### src/logic/ccmsw_pkg.sv
// Constants for the calibration coefficient sign and top-bit words.
// Assumes a word-wide command port from the serial interface decoder on the same clock.
package ccmsw_pkg;

   // ----------------------------------------------------------------
   // Widths and counts
   // ----------------------------------------------------------------
   localparam int ADDR_W    = 8;
   localparam int DATA_W    = 16;
   localparam int MAG_W     = 17;
   localparam int COEF_W    = 18;
   localparam int NCOEF     = 10;
   localparam int MEM_AW    = 4;
   localparam int MEM_DEPTH = 16;

   typedef logic [ADDR_W-1:0] ccmsw_addr_t;
   typedef logic [DATA_W-1:0] ccmsw_word_t;

   // ----------------------------------------------------------------
   // Memory word addresses
   // ----------------------------------------------------------------
   localparam ccmsw_addr_t ADDR_SIGN_BRIDGE = 8'h03;
   localparam ccmsw_addr_t ADDR_SIGN_TEMP   = 8'h04;
   localparam ccmsw_addr_t ADDR_LOW_FIRST   = 8'h05;
   localparam ccmsw_addr_t ADDR_LOW_LAST    = 8'h0E;

   // ----------------------------------------------------------------
   // Field positions and reset values
   // ----------------------------------------------------------------
   localparam int          CURVE_BIT      = 14;
   localparam int          SETTL_BIT      = 15;
   localparam ccmsw_word_t TEMP_USED_MASK = 16'h003F;
   localparam ccmsw_word_t RESET_WORD     = 16'h0000;

   // ----------------------------------------------------------------
   // Coefficient map, index order is the output port order:
   // 0 bridge offset, 1 bridge gain, 2 gain drift first, 3 offset drift first,
   // 4 offset drift second, 5 gain drift second, 6 bridge second order,
   // 7 temp sensor gain, 8 temp sensor second order, 9 temp sensor offset
   // ----------------------------------------------------------------
   localparam ccmsw_addr_t COEF_LOW_ADDR [NCOEF] = '{8'h05, 8'h06, 8'h07, 8'h08, 8'h09,
                                                    8'h0A, 8'h0B, 8'h0D, 8'h0E, 8'h0C};
   localparam logic        COEF_IN_TEMP  [NCOEF] = '{1'b0, 1'b0, 1'b0, 1'b0, 1'b0,
                                                    1'b0, 1'b0, 1'b1, 1'b1, 1'b1};
   // Position of bit 16; the sign sits one above it
   localparam int          COEF_MSB_POS  [NCOEF] = '{0, 2, 4, 6, 8, 10, 12, 0, 2, 4};

endpackage

### src/logic/ccmsw_mem.sv
// Small word memory holding the lower 16-bit coefficient words.
// Assumes write and read never share a cycle; read data are registered.
`timescale 1ns/10ps
module ccmsw_mem #(
   parameter int WIDTH = 16,
   parameter int DEPTH = 16,
   parameter int AW    = 4
) (
   input  wire logic             mclk,
   input  wire logic             rst_b,
   input  wire logic             wr_en,
   input  wire logic             rd_en,
   input  wire logic [AW-1:0]    addr,
   input  wire logic [WIDTH-1:0] wdata,
   output logic      [WIDTH-1:0] rdata
);

   typedef struct packed {
      logic [DEPTH-1:0][WIDTH-1:0] words;
      logic [WIDTH-1:0]            rdata;
   } ccmsw_mem_st_t;

   ccmsw_mem_st_t st_q;
   ccmsw_mem_st_t st_d;

   // ----------------------------------------------------------------
   // Next state
   // ----------------------------------------------------------------
   // Reset returns the erased default of all zeros
   always_comb begin
      st_d = st_q;
      if (wr_en) begin
         st_d.words[addr] = wdata;
      end
      if (rd_en) begin
         st_d.rdata = st_q.words[addr];
      end
   end

   // ----------------------------------------------------------------
   // Registers
   // ----------------------------------------------------------------
   always_ff @(posedge mclk) begin
      if (!rst_b) begin
         st_q <= '0;
      end else begin
         st_q <= st_d;
      end
   end

   assign rdata = st_q.rdata;

endmodule // ccmsw_mem

### src/logic/ccmsw_bank.sv
// Calibration coefficient bank: the two sign/top-bit words, the lower words,
// and the assembled signed coefficients for the correction processor.
// Assumes the serial interface decoder drives the word port on mclk.
//
// What this block does
// - Bit 0 of the bridge sign word is bit 16 of the bridge offset magnitude, above word 05.
// - Bit 1 of the bridge sign word is the bridge offset sign, set meaning negative.
// - Bits 2 and 3 of the bridge sign word are bit 16 and sign of bridge gain, over word 06.
// - Bits 4 and 5 of the bridge sign word are bit 16 and sign of gain drift first, over 07.
// - Bits 6 and 7 of the bridge sign word are bit 16 and sign of offset drift first, over 08.
// - Bits 8 and 9 of the bridge sign word are bit 16 and sign of offset drift second, over 09.
// - Bits 10 and 11 of the bridge sign word are bit 16 and sign of gain drift second, over 0A.
// - Bits 12 and 13 of the bridge sign word are bit 16 and sign of bridge second order, over 0B.
// - Bit 14 of the bridge sign word picks the curve: zero parabolic, one S-shaped.
// - Bit 15 of the bridge sign word is the settling term sign, set meaning negative.
// - Bits 0 and 1 of the temp sign word are bit 16 and sign of sensor gain, over word 0D.
// - Bits 2 and 3 of the temp sign word are bit 16 and sign of sensor second order, over 0E.
// - Bits 4 and 5 of the temp sign word are bit 16 and sign of sensor offset, over word 0C.
// - Every sign bit means positive when clear and negative when set.
// - Word 05 supplies magnitude bits 15 to 0 of the bridge offset.
`timescale 1ns/10ps
module ccmsw_bank
   import ccmsw_pkg::*;
(
   input  wire logic              mclk,
   input  wire logic              rst_b,
   input  wire logic              req_wr,
   input  wire logic              req_rd,
   input  wire logic [ADDR_W-1:0] req_addr,
   input  wire logic [DATA_W-1:0] req_wdata,
   output logic                   rsp_valid,
   output logic      [DATA_W-1:0] rsp_rdata,
   output logic      [COEF_W-1:0] bridge_offset_coef,
   output logic      [COEF_W-1:0] bridge_gain_coef,
   output logic      [COEF_W-1:0] gain_temp_drift_first,
   output logic      [COEF_W-1:0] offset_temp_drift_first,
   output logic      [COEF_W-1:0] offset_temp_drift_second,
   output logic      [COEF_W-1:0] gain_temp_drift_second,
   output logic      [COEF_W-1:0] bridge_second_order_coef,
   output logic      [COEF_W-1:0] temp_sensor_gain_coef,
   output logic      [COEF_W-1:0] temp_sensor_second_order_coef,
   output logic      [COEF_W-1:0] temp_sensor_offset_coef,
   output logic                   curve_shape_select,
   output logic                   settling_term_negative
);

   // ----------------------------------------------------------------
   // State
   // ----------------------------------------------------------------
   typedef struct packed {
      logic [DATA_W-1:0]             sign_bridge;
      logic [DATA_W-1:0]             sign_temp;
      logic [NCOEF-1:0][DATA_W-1:0]  low;
      logic [NCOEF-1:0][COEF_W-1:0]  coef;
      logic                          curve;
      logic                          settl_neg;
      logic                          rd_pend;
      logic                          rd_from_mem;
      logic [DATA_W-1:0]             rd_hold;
      logic                          rsp_valid;
      logic [DATA_W-1:0]             rsp_rdata;
   } ccmsw_st_t;

   ccmsw_st_t         st_q;
   ccmsw_st_t         st_d;
   logic [DATA_W-1:0] mem_rdata;
   logic              mem_wr;
   logic              mem_rd;

   // ----------------------------------------------------------------
   // Helpers
   // ----------------------------------------------------------------
   // True for the addresses of the lower coefficient words
   function automatic logic is_low_addr(input logic [ADDR_W-1:0] a);
      return (a >= ADDR_LOW_FIRST) && (a <= ADDR_LOW_LAST);
   endfunction

   // Sign-magnitude to two's complement; a negative zero yields zero
   function automatic logic [COEF_W-1:0] apply_sign(input logic             neg,
                                                     input logic [MAG_W-1:0] mag);
      logic [COEF_W-1:0] ext;
      ext = {1'b0, mag};
      return neg ? (~ext + 18'h0_0001) : ext;
   endfunction

   // ----------------------------------------------------------------
   // Lower word memory
   // ----------------------------------------------------------------
   // A write wins over a read in the same cycle, so the port never conflicts
   assign mem_wr = req_wr && is_low_addr(req_addr);
   assign mem_rd = !req_wr && req_rd && is_low_addr(req_addr);

   ccmsw_mem #(
      .WIDTH (DATA_W),
      .DEPTH (MEM_DEPTH),
      .AW    (MEM_AW)
   ) u_mem (
      .mclk  (mclk),
      .rst_b (rst_b),
      .wr_en (mem_wr),
      .rd_en (mem_rd),
      .addr  (req_addr[MEM_AW-1:0]),
      .wdata (req_wdata),
      .rdata (mem_rdata)
   );

   // ----------------------------------------------------------------
   // Next state
   // ----------------------------------------------------------------
   always_comb begin
      logic       neg;
      logic       msb;
      logic [DATA_W-1:0] word;
      neg  = 1'b0;
      msb  = 1'b0;
      word = '0;
      st_d = st_q;
      st_d.rsp_valid = 1'b0;
      st_d.rd_pend   = 1'b0;

      // Word writes; a copy of each lower word is kept for the arithmetic
      if (req_wr) begin
         if (req_addr == ADDR_SIGN_BRIDGE) begin
            st_d.sign_bridge = req_wdata;
         end else if (req_addr == ADDR_SIGN_TEMP) begin
            st_d.sign_temp = req_wdata & TEMP_USED_MASK;
         end
         for (int k = 0; k < NCOEF; k++) begin
            if (req_addr == COEF_LOW_ADDR[k]) begin
               st_d.low[k] = req_wdata;
            end
         end
      end else if (req_rd) begin
         // Reads of unmapped words answer zero
         st_d.rd_pend     = 1'b1;
         st_d.rd_from_mem = is_low_addr(req_addr);
         if (req_addr == ADDR_SIGN_BRIDGE) begin
            st_d.rd_hold = st_q.sign_bridge;
         end else if (req_addr == ADDR_SIGN_TEMP) begin
            st_d.rd_hold = st_q.sign_temp;
         end else begin
            st_d.rd_hold = RESET_WORD;
         end
      end

      // Second stage of a read: memory data is ready by now
      if (st_q.rd_pend) begin
         st_d.rsp_valid = 1'b1;
         st_d.rsp_rdata = st_q.rd_from_mem ? mem_rdata : st_q.rd_hold;
      end

      // Coefficient assembly from bit 16, sign and the lower word
      for (int k = 0; k < NCOEF; k++) begin
         word = COEF_IN_TEMP[k] ? st_q.sign_temp : st_q.sign_bridge;
         msb  = word[COEF_MSB_POS[k]];
         neg  = word[COEF_MSB_POS[k] + 1];
         st_d.coef[k] = apply_sign(neg, {msb, st_q.low[k]});
      end

      // Mode bits of the bridge word
      st_d.curve     = st_q.sign_bridge[CURVE_BIT];
      st_d.settl_neg = st_q.sign_bridge[SETTL_BIT];
   end

   // ----------------------------------------------------------------
   // Registers
   // ----------------------------------------------------------------
   // Every field starts at zero, the documented default of each bit
   always_ff @(posedge mclk) begin
      if (!rst_b) begin
         st_q <= '0;
      end else begin
         st_q <= st_d;
      end
   end

   // ----------------------------------------------------------------
   // Outputs, all straight from the state flops
   // ----------------------------------------------------------------
   assign rsp_valid                     = st_q.rsp_valid;
   assign rsp_rdata                     = st_q.rsp_rdata;
   assign bridge_offset_coef            = st_q.coef[0];
   assign bridge_gain_coef              = st_q.coef[1];
   assign gain_temp_drift_first         = st_q.coef[2];
   assign offset_temp_drift_first       = st_q.coef[3];
   assign offset_temp_drift_second      = st_q.coef[4];
   assign gain_temp_drift_second        = st_q.coef[5];
   assign bridge_second_order_coef      = st_q.coef[6];
   assign temp_sensor_gain_coef         = st_q.coef[7];
   assign temp_sensor_second_order_coef = st_q.coef[8];
   assign temp_sensor_offset_coef       = st_q.coef[9];
   assign curve_shape_select            = st_q.curve;
   assign settling_term_negative        = st_q.settl_neg;

endmodule // ccmsw_bank

### config.mk
export PLATFORM = sky130hd
export DESIGN_NAME = ccmsw_bank
export DESIGN_NICKNAME = d
export VERILOG_FILES = /design/src/logic/ccmsw_pkg.sv /design/src/logic/ccmsw_mem.sv /design/src/logic/ccmsw_bank.sv
export SDC_FILE = /design/constraint.sdc
export NUM_CORES = 1
export LEC_CHECK = 0
export ABC_CLOCK_PERIOD_IN_PS = 5410
export BUFFER_PORTS_ARGS = -buffer_cell sky130_fd_sc_hd__buf_2
export CAP_MARGIN = 10
export CORE_MARGIN = 2
export CORE_UTILIZATION = 45
export DETAILED_ROUTE_END_ITERATION = 8
export GPL_TIMING_DRIVEN = 0
export SYNTH_ARGS = -nofsm -noshare
export SYNTH_HDL_FRONTEND = slang
export SYNTH_SLANG_ARGS = --single-unit
### constraint.sdc
create_clock -name mclk -period 5.41 [get_ports mclk]
set_clock_uncertainty 0.15 [all_clocks]
set_input_delay 0.541 -clock mclk [delete_from_list [all_inputs] [get_ports mclk]]
set_output_delay 0.541 -clock mclk [all_outputs]
set_load 0.05 [all_outputs]
After elaboration in Yosys (flattened, before gate mapping)
Cells that the tools add are included.
Operators by class
  bitwise gates (word level): 13
  reductions and logical operators: 30
  muxes and demuxes: 20
  order comparisons: 4
  equality and inequality tests: 12
  $add $sub $neg: 10
Operator list (count)
  $bwmux W256: 1
  $mux W17: 11
  $add A18 B1 Y18 const B: 10
  $not A17 Y18: 10
  $bmux W16 S4: 1
  $demux W16 S4: 1
  $mux W16: 4
  $eq A8 B4 Y1 const B: 7
  $reduce_and A2 Y1: 22
  $eq A8 B3 Y1 const B: 4
  $mux W18: 1
  $eq A8 B2 Y1 const B: 1
  $ge A8 B3 Y1 const B: 1
  $le A8 B4 Y1 const B: 1
  $mux W6: 1
  $logic_and A1 B1 Y1: 5
  $lt A4 B5 Y1 const B: 1
  $ge A4 B1 Y1 const B: 1
  $not A1 Y1: 3
  $reduce_and A3 Y1: 1
  $reduce_or A2 Y1: 1
  $logic_not A1 Y1: 1
Storage, ports and cells
  flip-flop bits (word level): 671
  input port bits: 28
  output and inout port bits: 199

Logic depth before layout (Yosys ltp)
  depth in word-level cells: 5
  depth in mapped cells: 8
  depth with buffers taken out: 5

Cells and area by module
Synthesis repeated with hierarchy kept, for this count alone.
Unflattened totals
  cells, all modules: 3497
  area total of the unflattened synthesis: 29981.3 um^2
Modules (own cells, without submodules)
  ccmsw_bank: area each 17618.1 um^2, instances 1, cells an instance 2037, seq. area each 7987.7 um^2
  ccmsw_mem: area each 12363.1 um^2, instances 1, cells an instance 1460, seq. area each 5445.2 um^2

Worst setup path after synthesis
Ideal clock, no wire load.
  path kind: input -> register
  start point: in req_addr[0]
  end point: reg u_mem.st_q, in the netlist u_mem.rdata[10]
  data required time: 5.119 ns
  slack: 3.136 ns
  arrival: 1.983 ns
  setup time: 0.141 ns
  stages on the path: 6
  cells stage by stage: buf_2 > buf_2 > buf_2 > mux4_2 > nand3_1 > o221ai_1
Between the ends
  word-level cells in the longest chain between the ends: 3
  elaborated cells on any way between the ends: 6
Ends and longest elaborated chain
  from (decl): RTL line ccmsw_bank.sv:29  | input wire logic [ADDR_W-1:0] req_addr,
  $ge A8 B3 Y1 / $le A8 B4 Y1 (equally long branches): RTL line ccmsw_bank.sv:75  | return (a >= ADDR_LOW_FIRST) && (a <= ADDR_LOW_LAST);
  $logic_and A1 B1 Y1: RTL line ccmsw_bank.sv:75
  $logic_and A1 B1 Y1: RTL line ccmsw_bank.sv:91  | assign mem_rd = !req_wr && req_rd && is_low_addr(req_addr);
  to (signal assigned): RTL line ccmsw_mem.sv:47  | st_q <= st_d;
  to (decl): RTL line ccmsw_mem.sv:23  | ccmsw_mem_st_t st_q;
Parallel ways exist; a longest one is shown, timed or not. The select of a mux whose other input is x is not followed.
A chain may end at the register's enable or synchronous reset.

==> impl_metrics.ini <==
[timing]
setup_viol = 0
max_freq_ghz = 0.320
setup_tns_ns = 0
worst_pin_slew_ns = 1.41
slew_violations = 0
hold_ws_ns = 0.0850
period_share_pct = 57.8
fin_crit_ns = 3.13
rsz0062_at_grt = false
relSlewSlack_pct = 6.05
finalHoldViolCount = 0

[power]
vdd_drop_max_v = 0.000216
power_density_mw_per_mm2 = 316
leakage_nw = 13.6

[cells_and_area]
final_cell_area_mm2 = 0.0303
largest_reg_flops = 198
syn_to_final_growth_pct = 17.0
final_nets = 2885
layout_common_cells = 607 x dfxtp_1, 261 x a31o_2, 242 x buf_2
largestRegisters = st_q: 198 flops, u_mem.st_q: 192 flops
final_common_cell = dfxtp_1
top_register = st_q
drive_gt1_share_pct = 31.0

[logic_synthesis]
syn-cell-area_mm2 = 0.0259
synth-seq-cells = 607
synth_top_cell_by_area = dfxtp_1
synth_edf_count = 0
syn-num-nets = 2590
ys_types = 48
syn_area_per_cell_um2 = 10.1
postSynth.asyncResetShare_pct = 0
synth_top_area_share_pct = 47.0
synthFlopType = dfxtp_1
syn_inst = 2552
yosysWarnings = 0
seq_area_frac_synth_pct = 47.0
synthTopCellsByArea = dfxtp_1 47%, a31o_2 8.8%, buf_4 5.7%

[worst_setup_path]
crit_family = buffers and inverters
path_buf_inv = 4
worst_setup_path_end_kind = flip-flop
cpMostUsedCell = clkbuf_1
crit_chain = clkbuf_1, buf_2, clkbuf_1, clkbuf_1, nand2_1, mux2i_1
max_stage_delay_ns = 1.04
slowest_stage = clkbuf_1
worstPathRequired_ns = 5.78
cp.arrival_ns = 3.50
crit_fanout = 10
critPathLaunchType = input port
critical_path_class = in -> reg

[clock_tree]
clock_path_buffers = 3
cts_resized = 0
insertion_delay_ns = 0.62
hold_buffers = 0
htreeDepth = 3
tritoncts = built
clkSinkCount = 607
cts_setup_buffers = 0
clkTransAtPathRegs_ns = 0.06
tritoncts.num_buffers = 68
root_buffer = clkbuf_16

[global_routing]
grt_pass1_wl_mm = 126
grt_use_total_pct = 28.6
grt_pass1_vias = 19200
grt_antenna_before_repair = 3
grt_overflow = 0
grt_max_degree = 14

[routing]
drt_wl_total_mm = 86.7
wl_per_cell_um = 23.7
via_count = 20600
viasPerCell = 5.62
dr.pass1.iters = 6
drc = 0
final_antenna_net_count = 0
drt_iter0_markers = 1723

[floorplan]
dieArea_mm2 = 0.0594
coreArea_mm2 = 0.0566
start_util_pct = 45.7
row_count = 87
fp.dieH_um = 244
io_pins = 227
die_w_um = 244

[placed_design]
placed_cell_area_mm2 = 0.0280
io_buffers = 222
hpwl_mm = 63.6
gp_congestion = 0.954

[run]
cap_violations = 0

[run_status]
status = finished, final reports clean

[min_path]
hp-class = in -> reg
-- per-layer routing --
layer	vias to the layer above	global-route usage, %	wire length [um]
li1	9606	-	-
met1	9932	40.0	39200
met2	859	41.5	36100
met3	166	7.16	7810
met4	0	12.7	3610
met5	-	0	0
-- metrics by stage --
step	setup WS, ns	utilization, %	power [mW]	std cells
after floorplan	3.14	-	4.77	2552
after global placement	1.35	49.3	4.93	3530
after detailed placement	1.76	49.4	4.94	3531
after CTS	2.40	53.4	9.61	3651
after global routing	2.25	53.4	9.80	3654
final	2.28	53.5	9.57	3656
-- synthesized netlist by cell type (11+ instances only) --
library cell,number
a21boi_0,20
a31o_2,261
a31oi_1,21
a41oi_1,21
and2_1,161
buf_1,22
buf_2,20
buf_4,197
clkbuf_1,158
dfxtp_1,607
inv_1,48
mux2i_1,79
mux4_2,48
nand2_1,92
nand2b_1,22
nand3_1,82
nand4_1,11
nor2_1,154
nor2b_1,44
nor4_1,17
o211a_1,16
o21ai_0,97
o221ai_1,16
o31ai_1,34
o41ai_1,20
o41ai_2,18
or2_2,11
or3_1,47
or4_1,19
xnor2_1,60
xor2_1,49
-- final timing paths --
| check | slack [ns] | to | cells past startpoint | from |
|---|---|---|---|---|
| max | 2.28 | offset_temp_drift_second[16]$_SDFF_PN0_ | 6 | rst_b |
| min | 0.09 | st_d[36]$_SDFFE_PN0P_ | 3 | req_wdata[14] |
| max reg2reg | 3.13 | bridge_gain_coef[4]$_SDFF_PN0_ | 5 | st_q[396]$_SDFFE_PN0P_ |
| min reg2reg | 0.31 | u_mem.st_q[91]$_SDFFE_PN0P_ | 1 | u_mem.st_q[91]$_SDFFE_PN0P_ |
-- logic make-up after synthesis --
logic type,Yosys count,share of synthesized area [%]
XOR/XNOR,109,3.69
AND/OR/NAND/NOR,691,14.5
multiplexers,127,7.24
adder cells (fa/ha/maj),10,0.484
buffers and inverters,445,9.41
AO/OA/AOI/OAI,563,17.7
flip-flops,607,47.0
-- layout make-up --
cell class              count  area [um^2]
fillers                  5163        26300
flip-flops and latches    607        12200
multi-input cells        1500        11300
plain buffers             397         2250
clock buffers              99         2020
repair buffers            225         1170
well taps                 756          946
clock inverters            21          240
inverters                  48          180
diodes                      3         7.51
-- worst register-to-register path, cell delays in order, from the launching register on --
cell,delay [ns]
dfxtp_1,0.31
clkbuf_1,0.69
inv_1,0.17
clkbuf_1,0.24
or3_1,0.39
a21boi_0,0.22
-- power by group --
group	total [mW]	internal, mW	leakage [nW]	switching, mW
clock	4.72	2.84	1.12	1.88
combinational	0.365	0.0828	7.57	0.282
sequential	4.49	4.48	4.89	0.00792
total	9.57	7.40	13.6	2.17
No activity file was read; power rests on OpenSTA's default activity.
